### src/cooling_pkg.sv
package cooling_pkg;
	// Clock rate in Hz
	localparam int unsigned CLK_HZ = 100_000_000;
	// Minimum spacing between cooling evaluations, seconds
	localparam int unsigned EVAL_PERIOD_S = 30;
	// Cycles between evaluations
	localparam longint unsigned EVAL_CYCLES = longint'(EVAL_PERIOD_S) * CLK_HZ;
	// Flash half period: one second lit, one second dark
	localparam int unsigned FLASH_HALF_S = 1;
	localparam longint unsigned FLASH_CYCLES = longint'(FLASH_HALF_S) * CLK_HZ;
	// Temperature width and default values
	localparam int unsigned TEMP_W = 10;
	localparam logic [9:0] CRIT_TEMP_RST = 10'h050;
	localparam logic [9:0] MARGIN_RST = 10'h005;
	// Number of transceiver units per cabinet
	localparam int unsigned UNITS = 4;
	// Cooling states
	typedef enum logic [1:0] {
		COOL_OFF = 2'b01,
		COOL_ON  = 2'b10
	} cool_state_e;
endpackage

### src/cooling_and_fault_indicator_ctrl.sv
`timescale 1ns/10ps
module cooling_and_fault_indicator_ctrl #(
	parameter int unsigned UNITS = cooling_pkg::UNITS,
	parameter int unsigned TEMP_W = cooling_pkg::TEMP_W,
	parameter longint unsigned EVAL_CYCLES = cooling_pkg::EVAL_CYCLES,
	parameter longint unsigned FLASH_CYCLES = cooling_pkg::FLASH_CYCLES
) (
	input  wire logic                    clk_in,
	input  wire logic                    rst_in,
	input  wire logic [UNITS*TEMP_W-1:0] unit_temp_in,
	input  wire logic [UNITS-1:0]        power_limited_in,
	input  wire logic [TEMP_W-1:0]       critical_temperature_in,
	input  wire logic [TEMP_W-1:0]       temp_margin_in,
	input  wire logic                    start_in,
	input  wire logic                    energy_unit_reset_in,
	input  wire logic                    fan_fail_in,
	input  wire logic                    unit_fault_in,
	input  wire logic                    base_app_in,
	input  wire logic                    lost_superior_in,
	input  wire logic                    flash_disable_in,
	input  wire logic                    station_fault_in,
	output logic                         max_cooling_out,
	output logic                         fan_cmd_out,
	output logic                         fault_log_out,
	output logic                         unit_fault_led_out,
	output logic                         station_fault_led_out
);

	////////////////////////////////////////////////////////////////////////
	// Input synchronisers, all pins pass two flops
	localparam int unsigned SW = UNITS*TEMP_W + UNITS + 2*TEMP_W + 8;
	logic [SW-1:0] sync1_reg;        // First stage, read only by second
	logic [SW-1:0] sync2_reg;        // Second stage, used by logic
	logic [SW-1:0] pins;             // Raw pin bundle

	assign pins = {unit_temp_in, power_limited_in, critical_temperature_in,
		temp_margin_in, start_in, energy_unit_reset_in, fan_fail_in,
		unit_fault_in, base_app_in, lost_superior_in, flash_disable_in,
		station_fault_in};

	// Two flop synchroniser
	always_ff @(posedge clk_in or posedge rst_in) begin
		if (rst_in) begin
			sync1_reg <= '0;
			sync2_reg <= '0;
		end else begin
			sync1_reg <= pins;
			sync2_reg <= sync1_reg;
		end
	end

	logic [UNITS*TEMP_W-1:0] temps_s;    // Synced temperatures
	logic [UNITS-1:0]        limited_s;  // Synced power limit flags
	logic [TEMP_W-1:0]       crit_s;     // Synced critical threshold
	logic [TEMP_W-1:0]       margin_s;   // Synced hysteresis margin
	logic start_s, ecu_rst_s, fail_s, ufault_s, base_s, lost_s, fdis_s;
	logic sfault_s;                      // Synced station fault

	assign {temps_s, limited_s, crit_s, margin_s, start_s, ecu_rst_s,
		fail_s, ufault_s, base_s, lost_s, fdis_s, sfault_s} =
		sync2_reg;

	////////////////////////////////////////////////////////////////////////
	// Per unit comparison against threshold and hysteresis floor
	logic [UNITS-1:0] over_crit;         // Unit above critical temperature
	logic [UNITS-1:0] below_floor;       // Unit more than margin below
	logic [TEMP_W:0]  floor_w;           // Threshold minus margin, signed
	assign floor_w = {1'b0, crit_s} - {1'b0, margin_s};

	genvar gi;
	generate
		for (gi = 0; gi < UNITS; gi++) begin : g_unit
			assign over_crit[gi] = temps_s[gi*TEMP_W +: TEMP_W] > crit_s;
			assign below_floor[gi] = !floor_w[TEMP_W] &&
				(temps_s[gi*TEMP_W +: TEMP_W] < floor_w[TEMP_W-1:0]);
		end
	endgenerate

	////////////////////////////////////////////////////////////////////////
	// Cooling state, evaluation timer and fan command
	cooling_pkg::cool_state_e state_reg, state_next;
	logic [63:0] eval_cnt_reg, eval_cnt_next;    // Cycles since last state change or start
	logic        started_reg, started_next;      // Function initiated
	logic        ecu_d_reg, ecu_d_next;          // Delayed energy reset
	logic        start_d_reg, start_d_next;      // Delayed start
	logic        cmd_reg, cmd_next;              // Fan command pulse
	logic        cmd_pend_reg, cmd_pend_next;    // Command sent, await fail
	logic        log_reg, log_next;              // Fault log pulse
	logic        want_on, want_off, eval_now;

	// Next state of the cooling controller
	always_comb begin
		state_next = state_reg;
		eval_cnt_next = eval_cnt_reg;
		started_next = started_reg;
		ecu_d_next = ecu_rst_s;
		start_d_next = start_s;
		cmd_next = 1'b0;
		log_next = 1'b0;
		cmd_pend_next = cmd_pend_reg;
		want_on = (|over_crit) || (|limited_s);
		// OFF only when all cool and none limited
		want_off = (&below_floor) && !(|limited_s);
		// evaluation permitted after the full spacing
		eval_now = eval_cnt_reg >= EVAL_CYCLES - 64'h1;
		if (eval_cnt_reg < EVAL_CYCLES - 64'h1) begin
			eval_cnt_next = eval_cnt_reg + 64'h1;
		end
		if (start_s && !start_d_reg) begin
			started_next = 1'b1;
			cmd_next = 1'b1;
			eval_cnt_next = '0;
			// one cabinet state from all units
			state_next = want_on ? cooling_pkg::COOL_ON :
				cooling_pkg::COOL_OFF;
		end else if (started_reg) begin
			if (eval_now) begin
				unique case (state_reg)
					cooling_pkg::COOL_OFF: begin
						if (want_on) begin
							state_next = cooling_pkg::COOL_ON;
							cmd_next = 1'b1;
							eval_cnt_next = '0;
						end
					end
					cooling_pkg::COOL_ON: begin
						if (want_off) begin
							state_next = cooling_pkg::COOL_OFF;
							cmd_next = 1'b1;
							eval_cnt_next = '0;
						end
					end
					default: state_next = cooling_pkg::COOL_OFF;
				endcase
			end
			// resend after energy unit reset ends
			if (!ecu_rst_s && ecu_d_reg) begin
				cmd_next = 1'b1;
			end
		end
		// failure after a command only logs
		if (cmd_pend_reg && fail_s) begin
			log_next = 1'b1;
			cmd_pend_next = 1'b0;
		end
		// New command re-arms the wait; set wins over clear
		if (cmd_reg) begin
			cmd_pend_next = 1'b1;
		end
	end

	// Cooling registers
	always_ff @(posedge clk_in or posedge rst_in) begin
		if (rst_in) begin
			state_reg <= cooling_pkg::COOL_OFF;
			eval_cnt_reg <= '0;
			started_reg <= 1'b0;
			ecu_d_reg <= 1'b0;
			start_d_reg <= 1'b0;
			cmd_reg <= 1'b0;
			cmd_pend_reg <= 1'b0;
			log_reg <= 1'b0;
		end else begin
			state_reg <= state_next;
			eval_cnt_reg <= eval_cnt_next;
			started_reg <= started_next;
			ecu_d_reg <= ecu_d_next;
			start_d_reg <= start_d_next;
			cmd_reg <= cmd_next;
			cmd_pend_reg <= cmd_pend_next;
			log_reg <= log_next;
		end
	end

	assign max_cooling_out = (state_reg == cooling_pkg::COOL_ON);
	assign fan_cmd_out = cmd_reg;
	assign fault_log_out = log_reg;

	////////////////////////////////////////////////////////////////////////
	// Flash divider and indicators
	logic [63:0] flash_cnt_reg, flash_cnt_next;  // Half period counter
	logic        phase_reg, phase_next;          // Lit phase of flash
	logic        uled_reg, uled_next;            // Unit indicator
	logic        sled_reg, sled_next;            // Station indicator
	logic        flash_cond;

	// Next values of the indicators
	always_comb begin
		flash_cnt_next = flash_cnt_reg + 64'h1;
		phase_next = phase_reg;
		// divide clock into one second halves
		if (flash_cnt_reg >= FLASH_CYCLES - 64'h1) begin
			flash_cnt_next = '0;
			phase_next = !phase_reg;
		end
		flash_cond = (base_s || lost_s) && !fdis_s;
		if (ufault_s) begin
			uled_next = 1'b1;
		end else if (flash_cond) begin
			uled_next = phase_reg;
		end else begin
			uled_next = 1'b0;
		end
		sled_next = sfault_s;
	end

	// Indicator registers
	// reset ends handling
	always_ff @(posedge clk_in or posedge rst_in) begin
		if (rst_in) begin
			flash_cnt_reg <= '0;
			phase_reg <= 1'b1;
			uled_reg <= 1'b0;
			sled_reg <= 1'b0;
		end else begin
			flash_cnt_reg <= flash_cnt_next;
			phase_reg <= phase_next;
			uled_reg <= uled_next;
			sled_reg <= sled_next;
		end
	end

	assign unit_fault_led_out = uled_reg;
	assign station_fault_led_out = sled_reg;

endmodule

### config.mk
export PLATFORM = sky130hd
export DESIGN_NAME = cooling_and_fault_indicator_ctrl
export DESIGN_NICKNAME = d
export VERILOG_FILES = /design/src/cooling_pkg.sv /design/src/cooling_and_fault_indicator_ctrl.sv
export SDC_FILE = /design/constraint.sdc
export NUM_CORES = 1
export LEC_CHECK = 0
export BUFFER_PORTS_ARGS = -buffer_cell sky130_fd_sc_hd__buf_2
export CAP_MARGIN = 10
export CORE_MARGIN = 2
export CORE_UTILIZATION = 34
export CTS_CLUSTER_DIAMETER = 60
export DETAILED_ROUTE_END_ITERATION = 16
export PLACE_DENSITY_LB_ADDON = 0.2
export SYNTH_ARGS = -nofsm -noshare
export SYNTH_HDL_FRONTEND = slang
export SYNTH_SLANG_ARGS = --single-unit
### constraint.sdc
create_clock -name clk_in -period 13.87 [get_ports clk_in]
set_input_delay 0.6935 -clock clk_in [delete_from_list [all_inputs] [get_ports clk_in]]
set_output_delay 0.6935 -clock clk_in [all_outputs]
set_load 0.01 [all_outputs]
# ---- Word level (Yosys, flattened, before mapping)
# Cells that the tools add are included.
dict set report totals {
  in_bits 74
  out_inout_bits 5
  ff_bits 283
}
dict set report op_classes {
  reduce_logical 24
  muxes 27
  order_cmp 11
  eq_ne 4
  n_addsub 3
}
# op count
set op_table {}
lappend op_table {{$mux 64} 7}
lappend op_table {{$add 64x1->64 const B} 2}
lappend op_table {{$pmux 64 s2} 1}
lappend op_table {{$ge 64x27->1 const B} 1}
lappend op_table {{$ge 64x32->1 const B} 1}
lappend op_table {{$lt 64x32->1 const B} 1}
lappend op_table {{$gt 10x10->1} 4}
lappend op_table {{$lt 10x10->1} 4}
lappend op_table {{$mux 2} 6}
lappend op_table {{$mux 1} 11}
lappend op_table {{$sub 10x10->11} 1}
lappend op_table {{$logic_and 1x1->1} 9}
lappend op_table {{$reduce_and 4->1} 2}
lappend op_table {{$reduce_or 4->1} 2}
lappend op_table {{$logic_not 1->1} 6}
lappend op_table {{$reduce_bool 2->1} 3}
lappend op_table {{$pmux 2 s2} 1}
lappend op_table {{$ne 3x1->1 const B} 1}
lappend op_table {{$ne 3x3->1 const B} 1}
lappend op_table {{$eq 2x1->1 const B} 1}
lappend op_table {{$eq 2x2->1 const B} 1}
lappend op_table {{$logic_or 1x1->1} 2}
lappend op_table {{$pmux 1 s2} 1}

# ---- Logic depth before layout (Yosys ltp)
# Gate-level depths: netlist of the first run.
dict set report depth {
  ltp_word 11
  mapped_depth 20
}

# ---- Least setup slack after synthesis of the first run
# Ideal clock, no wire load.
dict set report synth_path {
  kind {reg-to-reg}
  startpoint {register sync2_reg[18]}
  endpoint {register eval_cnt_reg[33]}
  t_required_ns 13.751
  period_less_slack_ns 3.698
  arrival_time_ns 3.579
  path_buffers 1
  slack_ns 10.172
  path_stages_with_launch 19
  setup_ns 0.119
  cell_sequence {dfrtp_1 inv_1 ha_1 inv_1 fa_1 a21o_1 a21oi_1 xnor2_1 ha_1 a211oi_1 o21ai_0 o221ai_1 nor2_1 a311oi_1 nand4_1 o41ai_4 a21oi_2 buf_6 and2_1}
}
dict set report synth_via {
  elab_chain_cells 10
}
# element line_no
set synth_rtl {}
lappend synth_rtl {{start: declaration} cooling_and_fault_indicator_ctrl.sv:33} ;# logic [SW-1:0] sync2_reg;
lappend synth_rtl {{start signal: assignment} cooling_and_fault_indicator_ctrl.sv:48} ;# sync2_reg <= sync1_reg;
lappend synth_rtl {{$sub 10x10->11} cooling_and_fault_indicator_ctrl.sv:68} ;# assign floor_w = {1'b0, crit_s} - {1'b0, margin_s};
lappend synth_rtl {{$lt 10x10->1 or $logic_not 1->1 (tied branches)} {cooling_and_fault_indicator_ctrl.sv:75, cooling_and_fault_indicator_ctrl.sv:74}}
lappend synth_rtl {{$logic_and 1x1->1} cooling_and_fault_indicator_ctrl.sv:74} ;# assign below_floor[gi] = !floor_w[TEMP_W] &&
lappend synth_rtl {{$reduce_and 4->1} cooling_and_fault_indicator_ctrl.sv:103} ;# want_off = (&below_floor) && !(|limited_s);
lappend synth_rtl {{$logic_and 1x1->1} cooling_and_fault_indicator_ctrl.sv:103}
lappend synth_rtl {{$mux 64} cooling_and_fault_indicator_ctrl.sv:127} ;# if (want_off) begin
lappend synth_rtl {{$pmux 64 s2 (*)} cooling_and_fault_indicator_ctrl.sv:118} ;# unique case (state_reg)
lappend synth_rtl {{$mux 64 (*)} cooling_and_fault_indicator_ctrl.sv:117} ;# if (eval_now) begin
lappend synth_rtl {{$mux 64 (*)} cooling_and_fault_indicator_ctrl.sv:116} ;# end else if (started_reg) begin
lappend synth_rtl {{$mux 64 (*)} cooling_and_fault_indicator_ctrl.sv:109} ;# if (start_s && !start_d_reg) begin
lappend synth_rtl {{named net eval_cnt_next[33]} cooling_and_fault_indicator_ctrl.sv:82} ;# logic [63:0] eval_cnt_reg, eval_cnt_next;
lappend synth_rtl {{end signal: assignment} cooling_and_fault_indicator_ctrl.sv:165} ;# eval_cnt_reg <= eval_cnt_next;
lappend synth_rtl {{end: declaration} cooling_and_fault_indicator_ctrl.sv:82}
# The timed path passes the listed nets; every way through them passes the cells marked *.
# A chain may end at the register's enable or synchronous reset.

# ---- Final worst setup path of the first run
dict set report layout_path {
  startpoint {register sync2_reg[18]}
  endpoint {register eval_cnt_reg[22]}
}
# Same word-level chain as after synthesis.

==> results of run 1 <==
[kinds of logic after synthesis]
kind of cell / share of synthesized area, %
AO/OA/AOI/OAI: 6.84
XOR/XNOR: 4.75
adder cells (fa/ha/maj): 9.30
buffers and inverters: 2.14
flip-flops: 63.0
multiplexers: 0.189
other: 0.0333
AND/OR/NAND/NOR: 13.8
[synthesized netlist by cell type (3+ instances only)]
library cell	count	area, um2
nand4_1	26	163
a22oi_1	3	22.5
o221ai_1	3	26.3
nand3_1	26	130
or2_2	4	25.0
a21o_1	13	97.6
dfrtp_1	281	7030
ha_1	82	1030
and4_1	4	35.0
nor2_1	94	353
a21oi_1	32	160
and2_1	37	231
nor4_1	22	138
inv_1	46	173
and3_1	8	50.1
xnor2_1	28	245
a31oi_1	5	31.3
nor3_1	15	75.1
nand2_1	43	161
o21bai_1	3	22.5
nor2b_1	5	31.3
buf_6	3	33.8
clkbuf_1	3	11.3
buf_4	3	22.5
or4_1	3	22.5
o21ai_0	24	120
xor2_1	33	289
o211ai_1	5	37.5
nand2b_1	9	56.3
a211oi_1	9	67.6
[area by class of cell]
class / count / share of cell area, %
flip-flops and latches: 283 / 52.5
multi-input cells: 605 / 30.1
clock buffers: 41 / 6.88
well taps: 442 / 4.10
repair buffers: 80 / 3.00
clock inverters: 18 / 2.13
inverters: 46 / 1.33
[power breakdown]
group          internal [W]  switching [W]
clock              0.000596       0.000341
sequential         0.000859      0.0000187
combinational     0.0000594      0.0000972
[cells in the final DEF, fill, tap and decap left out, drive strengths merged, types with 3 or more instances in the layout]
cell type  count
clkinv         7
conb          37
buf           80
or2            4
or4            3
xnor2         28
o21bai         3
bufinv         6
nand3         26
o221ai         3
a21o          14
nor2b          5
and2          37
a211oi         9
a22oi          3
and4           4
nand2b         9
o211ai         5
and3           8
o21ai         26
nand2         43
nor3          15
dfrtp        281
xor2          33
inv           50
ha            82
a21oi         33
nor2          94
nand4         26
clkbuf        41
nor4          23
a31oi          5
[through the flow]
stage                     area (um2)  hold WS, ns  util [%]
after detailed placement       12300        0.335      37.8
after global placement         12300        0.331      37.8
after CTS                      13500        0.250      41.5
after floorplan                11400        0.331         -
after global routing           13500        0.248      41.5
final                          13500        0.279      41.5
[per-layer routing]
layer / share of wire, % / vias to the layer above / routed length [um] / track usage [%]
li1: - / 3393 / - / -
met4: 2.2 / 0 / 480 / 4.54
met3: 4.5 / 34 / 989 / 2.99
met5: 0 / - / 0 / 0
met2: 43 / 122 / 9510 / 20.6
met1: 50 / 3343 / 11000 / 19.3
[worst min path at each step]
stage               slack, ns         startpoint  depth (start not counted)               endpoint
finish                   0.28  temp_margin_in[8]                          1          sync1_reg[16]
global route             0.25   station_fault_in                          1           sync1_reg[0]
CTS                      0.25   unit_temp_in[39]                          1          sync1_reg[71]
detailed placement       0.33      sync1_reg[31]                          0          sync2_reg[31]
global placement         0.33       sync2_reg[0]                          0  station_fault_led_out
floorplan                0.33       sync2_reg[0]                          0  station_fault_led_out
[critical path, stage by stage (launching register included)]
cell	delay [ns]
dfrtp_1	0.44
inv_1	0.08
ha_1	0.15
inv_1	0.05
fa_1	0.45
a211oi_1	0.33
o21ai_0	0.16
xnor2_1	0.33
ha_1	0.31
o21ai_0	0.07
o21ai_0	0.12
o221ai_1	0.29
nor2_1	0.07
a311oi_1	0.21
nand4_1	0.21
o41ai_4	0.33
a21o_2	0.60
nor2_1	0.12
==> key figures, run 1 <==
Logic synthesis
  • Async S/R FF share, synth: 100%
  • Seq/Total Area, Yosys: 63.0%
  • Avg Cell Area, Syn: ~12 um2
  • Synthesized flop and latch total: 283
  • Post-synth top flop: dfrtp_1
  • Post-synth cell types: 56
  • Ys Warns: 0
  • Cell Area, Synth: ~0.011 mm2
  • Syn Inst Count: around 910
  • Number of flops mapped to enable cells by yosys: 0

Timing
  • Clock Skew: roughly 0.017 ns
  • Final worst path period share: between 30% and 40%
  • Highest clock rate: between 200 and 250 MHz
  • Final worst path period need: ~4.5 ns
  • Worst-Margin Slew: roughly 1.2 ns
  • Hold Vio Cnt, Final: 0
  • Post-Route Setup TNS: 0 ns
  • Setup Viol. Count Final: 0
  • Max Transition Viols Final: 0
  • RSZ-0062 raised after global routing: false
  • Max-slew headroom at the worst pin: ~23%
  • Final worst slack: roughly 9.4 ns

Route
  • Pre-antenna DRT Iters: 4
  • DR vias: 6892
  • Number of nets with antenna violations after routing: 0
  • Final wirelength: approximately 22000 um
  • Post-route DRC: 0
  • Wire per inst: about 15 um
  • Vias per cell: around 4.5
  • Drt first-iter violations: roughly 310

Setup path
  • Arrival @ worst endpoint: 4.84 ns
  • R2r setup slk: 9.39 ns
  • Critical Path Sink: eval_cnt_reg[22]
  • WP data required: 14.23 ns
  • Worst R2R Start: sync2_reg[18]
  • Startpoint Class: flip-flop
  • CP endpoint kind: flip-flop
  • Worst R2R End: eval_cnt_reg[22]
  • Critical path origin: sync2_reg[18]
  • Crit path max fanout: 32
  • Critical path class: flip-flop to flip-flop
  • Worst r2r path cells: 17

Floorplan
  • DIE AREA: 0.0346 mm2
  • Starting Density: between 30% and 40%
  • Site row count: between 60 and 70
  • Die W: roughly 190 um
  • Top-Level Pins: 79
  • CORE AREA: ~0.033 mm2
  • Die height: around 190 um

Clock tree
  • H-tree depth: 2
  • Total CTS buffers: 34
  • Clock Tree Root: clkbuf_16
  • CTS max path bufs: 3
  • Clk_lat worst skew: 0.51 ns
  • Setup repair bufs after CTS: 0
  • # resized after CTS: 0
  • CTS tree: built
  • Hold_buf cts: 0
  • CTS sink count: ~280
  • CTS clk-pin slew, worst paths: 0.06 ns

GRT
  • Initial antenna violation count: 0
  • All-Layer GR Usage: between 10% and 20%
  • Number of global-route vias before repair: about 7000
  • First-pass GRT wire length: approximately 37000 um
  • Pin count of the biggest net entering global routing: 134
  • GR Overflow Total: 0

Placement
  • Worst slack, placed: between 9 and 10 ns
  • Hpwl dp: between 15000 and 20000 um
  • Port Buffers: 78
  • Inst Count DP: approximately 1500
  • Final Wtd Congestion: between 0.8 and 0.9

Finish
  • Register area: 0.00708 mm2
  • Antenna diodes: 0
  • Fill count: about 3200
  • Area grow syn2layout: 20.0%
  • Non-Filler Instances: roughly 1500
  • Nets: roughly 1200
  • Layout cells sized above 1: between 10% and 20%
  • Multi-input logic area: around 0.0041 mm2

Run
  • Max cap viols: 0

Pwr
  • Power Dens Cells: between 100 and 150 mW/mm2
  • Total Power: just under 0.002 W
  • Leakage Power: around 6.3 nW
  • VDD IR max: about 83 uV

Worst hold path
  • Hold Path Class: primary input to flip-flop

Run status
  • Status: finished, final reports clean
Power figures use the tool's default switching activity.
==> run 2, diff against run 1 <==
clock period = 3.8 ns   (was 13.87 ns; I/O delays follow)
==> key figures, run 2 (synthesis gave the netlist of run 1 again) <==
Pwr
  • Leakage Power: approximately 6.8 nW
  • Power Dens Cells: around 470 mW/mm2
  • Total Power: roughly 0.007 W
  • VDD IR max: ~360 uV

Finish
  • Commonest non-fill, non-tap cell in the layout: dfrtp_1
  • Antenna diodes: 0
  • Register area: between 0.007 and 0.008 mm2
  • Most frequent cells in the layout: dfrtp_1 (281), ha_1 (78), buf_2 (78)
  • Fill count: just over 3000
  • Nets: between 1000 and 1500
  • Multi-input logic area: between 0.004 and 0.005 mm2
  • Layout cells sized above 1: between 20% and 30%
  • Area grow syn2layout: 32.5%
  • Post-route cell area: between 0.01 and 0.015 mm2

Clock tree
  • CTS tree: built
  • CTS clk-pin slew, worst paths: 0.06 ns
  • CTS max path bufs: 3
  • Clk_lat worst skew: between 0.5 and 0.6 ns
  • Clock Tree Root: clkbuf_16
  • CTS sink count: between 200 and 300
  • Total CTS buffers: 31
  • H-tree depth: 1

Setup path
  • WP data required: ~4.2 ns
  • Crit path max fanout: 8
  • CP most frequent cell: buf_4
  • Critical path origin: sync2_reg[18]
  • CP delay by family, top: compound AO/OA/AOI/OAI gates
  • Critical path class: flip-flop to flip-flop
  • Stages on the worst setup path: 19
  • Max incr delay on CP: ~0.39 ns
  • Startpoint Class: flip-flop
  • Critical Path Sink: eval_cnt_reg[31]
  • Worst r2r path cells: 19
  • Worst R2R Start: sync2_reg[18]
  • Worst R2R End: eval_cnt_reg[31]
  • CP endpoint kind: flip-flop
  • Arrival @ worst endpoint: between 4 and 5 ns
  • Slowest CP cell: dfrtp_1
  • R2r setup slk: -0.1 ns
  • Crit-path cells: inv_2 -> ha_4 -> inv_2 -> fa_2 -> a211oi_2 -> o21ai_1 -> xnor2_1 -> buf_4 -> buf_4 -> ha_1 -> a2111oi_1 -> o21ai_1 -> a22oi_1 -> nor2_1 -> o41ai_4 -> buf_4 -> a21o_4 -> clkbuf_16 -> nor2_2
  • Crit path buffers/inverters: 6

Timing
  • Final worst slack: -0.0964 ns
  • RSZ-0062 raised after global routing: true
  • Max Transition Viols Final: 0
  • Final worst path period need: 3.90 ns
  • Hold Vio Cnt, Final: 0
  • Worst-Margin Slew: ~0.9 ns
  • Max-slew headroom at the worst pin: between 30% and 40%
  • Clock Skew: between 0.015 and 0.02 ns
  • Highest clock rate: between 200 and 300 MHz
  • Setup Viol. Count Final: 64
  • Final worst path period share: 103%

GRT
  • First-pass GRT wire length: 38700 um
  • Initial antenna violation count: 0
  • Pin count of the biggest net entering global routing: 115
  • Number of global-route vias before repair: around 7600
  • GR Overflow Total: 0
  • All-Layer GR Usage: approximately 14%

Run status
  • Failing checks: setup timing
  • Status: finished, violations left

Worst hold path
  • Min-delay src: unit_temp_in[14]
  • Hold Path Class: primary input to flip-flop

Placement
  • Final Wtd Congestion: 0.820
  • DP Area: roughly 0.013 mm2
  • Hpwl dp: about 16000 um
  • Worst slack, placed: -0.219 ns
  • Port Buffers: around 80

Floorplan
  • Starting Density: around 35%
  • DIE AREA: between 0.03 and 0.04 mm2
  • Die height: between 150 and 200 um
  • Top-Level Pins: between 70 and 80
  • Site row count: between 60 and 70
  • Die W: around 190 um
  • CORE AREA: 0.0325 mm2

Route
  • Post-route DRC: 0
  • DR vias: between 7000 and 8000
  • Number of nets with antenna violations after routing: 0
  • Vias per cell: between 4 and 5
  • Drt first-iter violations: around 310
  • Pre-antenna DRT Iters: 4
  • Final wirelength: 23600 um
  • Wire per inst: 14.5 um

Run
  • Max cap viols: 0
[run 2: how the worst min path moves through the flow]
stage                     to  slack, ns  cells past startpoint
6_report       sync1_reg[46]       0.27                      2
5_1_grt        sync1_reg[49]       0.25                      2
4_1_cts        sync1_reg[37]       0.25                      2
3_5_place_dp   sync1_reg[63]       0.30                      1
3_3_place_gp    sync1_reg[0]       0.30                      1
2_1_floorplan   sync1_reg[0]       0.22                      0
[run 2: power breakdown]
| group | internal [W] | switching, W | total, W | leakage, nW |
|---|---|---|---|---|
| combinational | 0.000365 | 0.000427 | 0.000793 | 2.78 |
| clock | 0.00187 | 0.00116 | 0.00303 | 0.521 |
| sequential | 0.00314 | 0.0000697 | 0.00321 | 3.50 |
| total | 0.00538 | 0.00166 | 0.00703 | 6.80 |
[run 2: final cells by class]
class / count / share of cell area, %
Timing Repair Buffer: 193 / 10.6
Clock buffer: 45 / 5.89
Tap cell: 442 / 3.71
Sequential cell: 283 / 47.5
Inverter: 46 / 1.18
Clock inverter: 12 / 1.20
Multi-Input combinational cell: 605 / 29.8
[run 2: repair_timing]
item / CTS / global route
gates cloned: 4 / 2
endpoints found under the setup margin: 67 / 67
resized for setup: 45 / 74
hold endpoints to repair: 109 / 0
hold buffers: 73 / 0
pin swaps: 44 / 34
setup buffers: 5 / 3
[run 2: worst reg2reg max path, delay by kind of cell, from the launching register on]
kind | cells | cell delay (ns)
adders and majority gates | 3 | 0.69
buffers and inverters | 6 | 0.78
DFF | 1 | 0.39
AOI/OAI and AO/OA | 7 | 1.61
xor gates and xnor gates | 1 | 0.16
and+or+nand+nor | 2 | 0.18
[run 2: per-stage QoR]
| step | hold slack (ns) | util (%) | setup TNS [ns] | cells |
|---|---|---|---|---|
| after global placement | 0.298 | 38.5 | -11.63 | 1483 |
| after detailed placement | 0.299 | 38.5 | -12.88 | 1483 |
| after floorplan | 0.221 | - | -38.68 | 943 |
| after CTS | 0.246 | 44.9 | -9.09 | 1622 |
| after global routing | 0.252 | 45.8 | -13.65 | 1626 |
| final | 0.270 | 45.8 | -4.32 | 1626 |
[run 2: metal layers]
layer	global-route usage [%]	up-vias	part of all wire, %
met5	0	-	0
met1	20.5	3572	50
met4	3.87	0	2.6
met3	2.27	41	3.5
met2	22.0	110	44
li1	-	3617	-
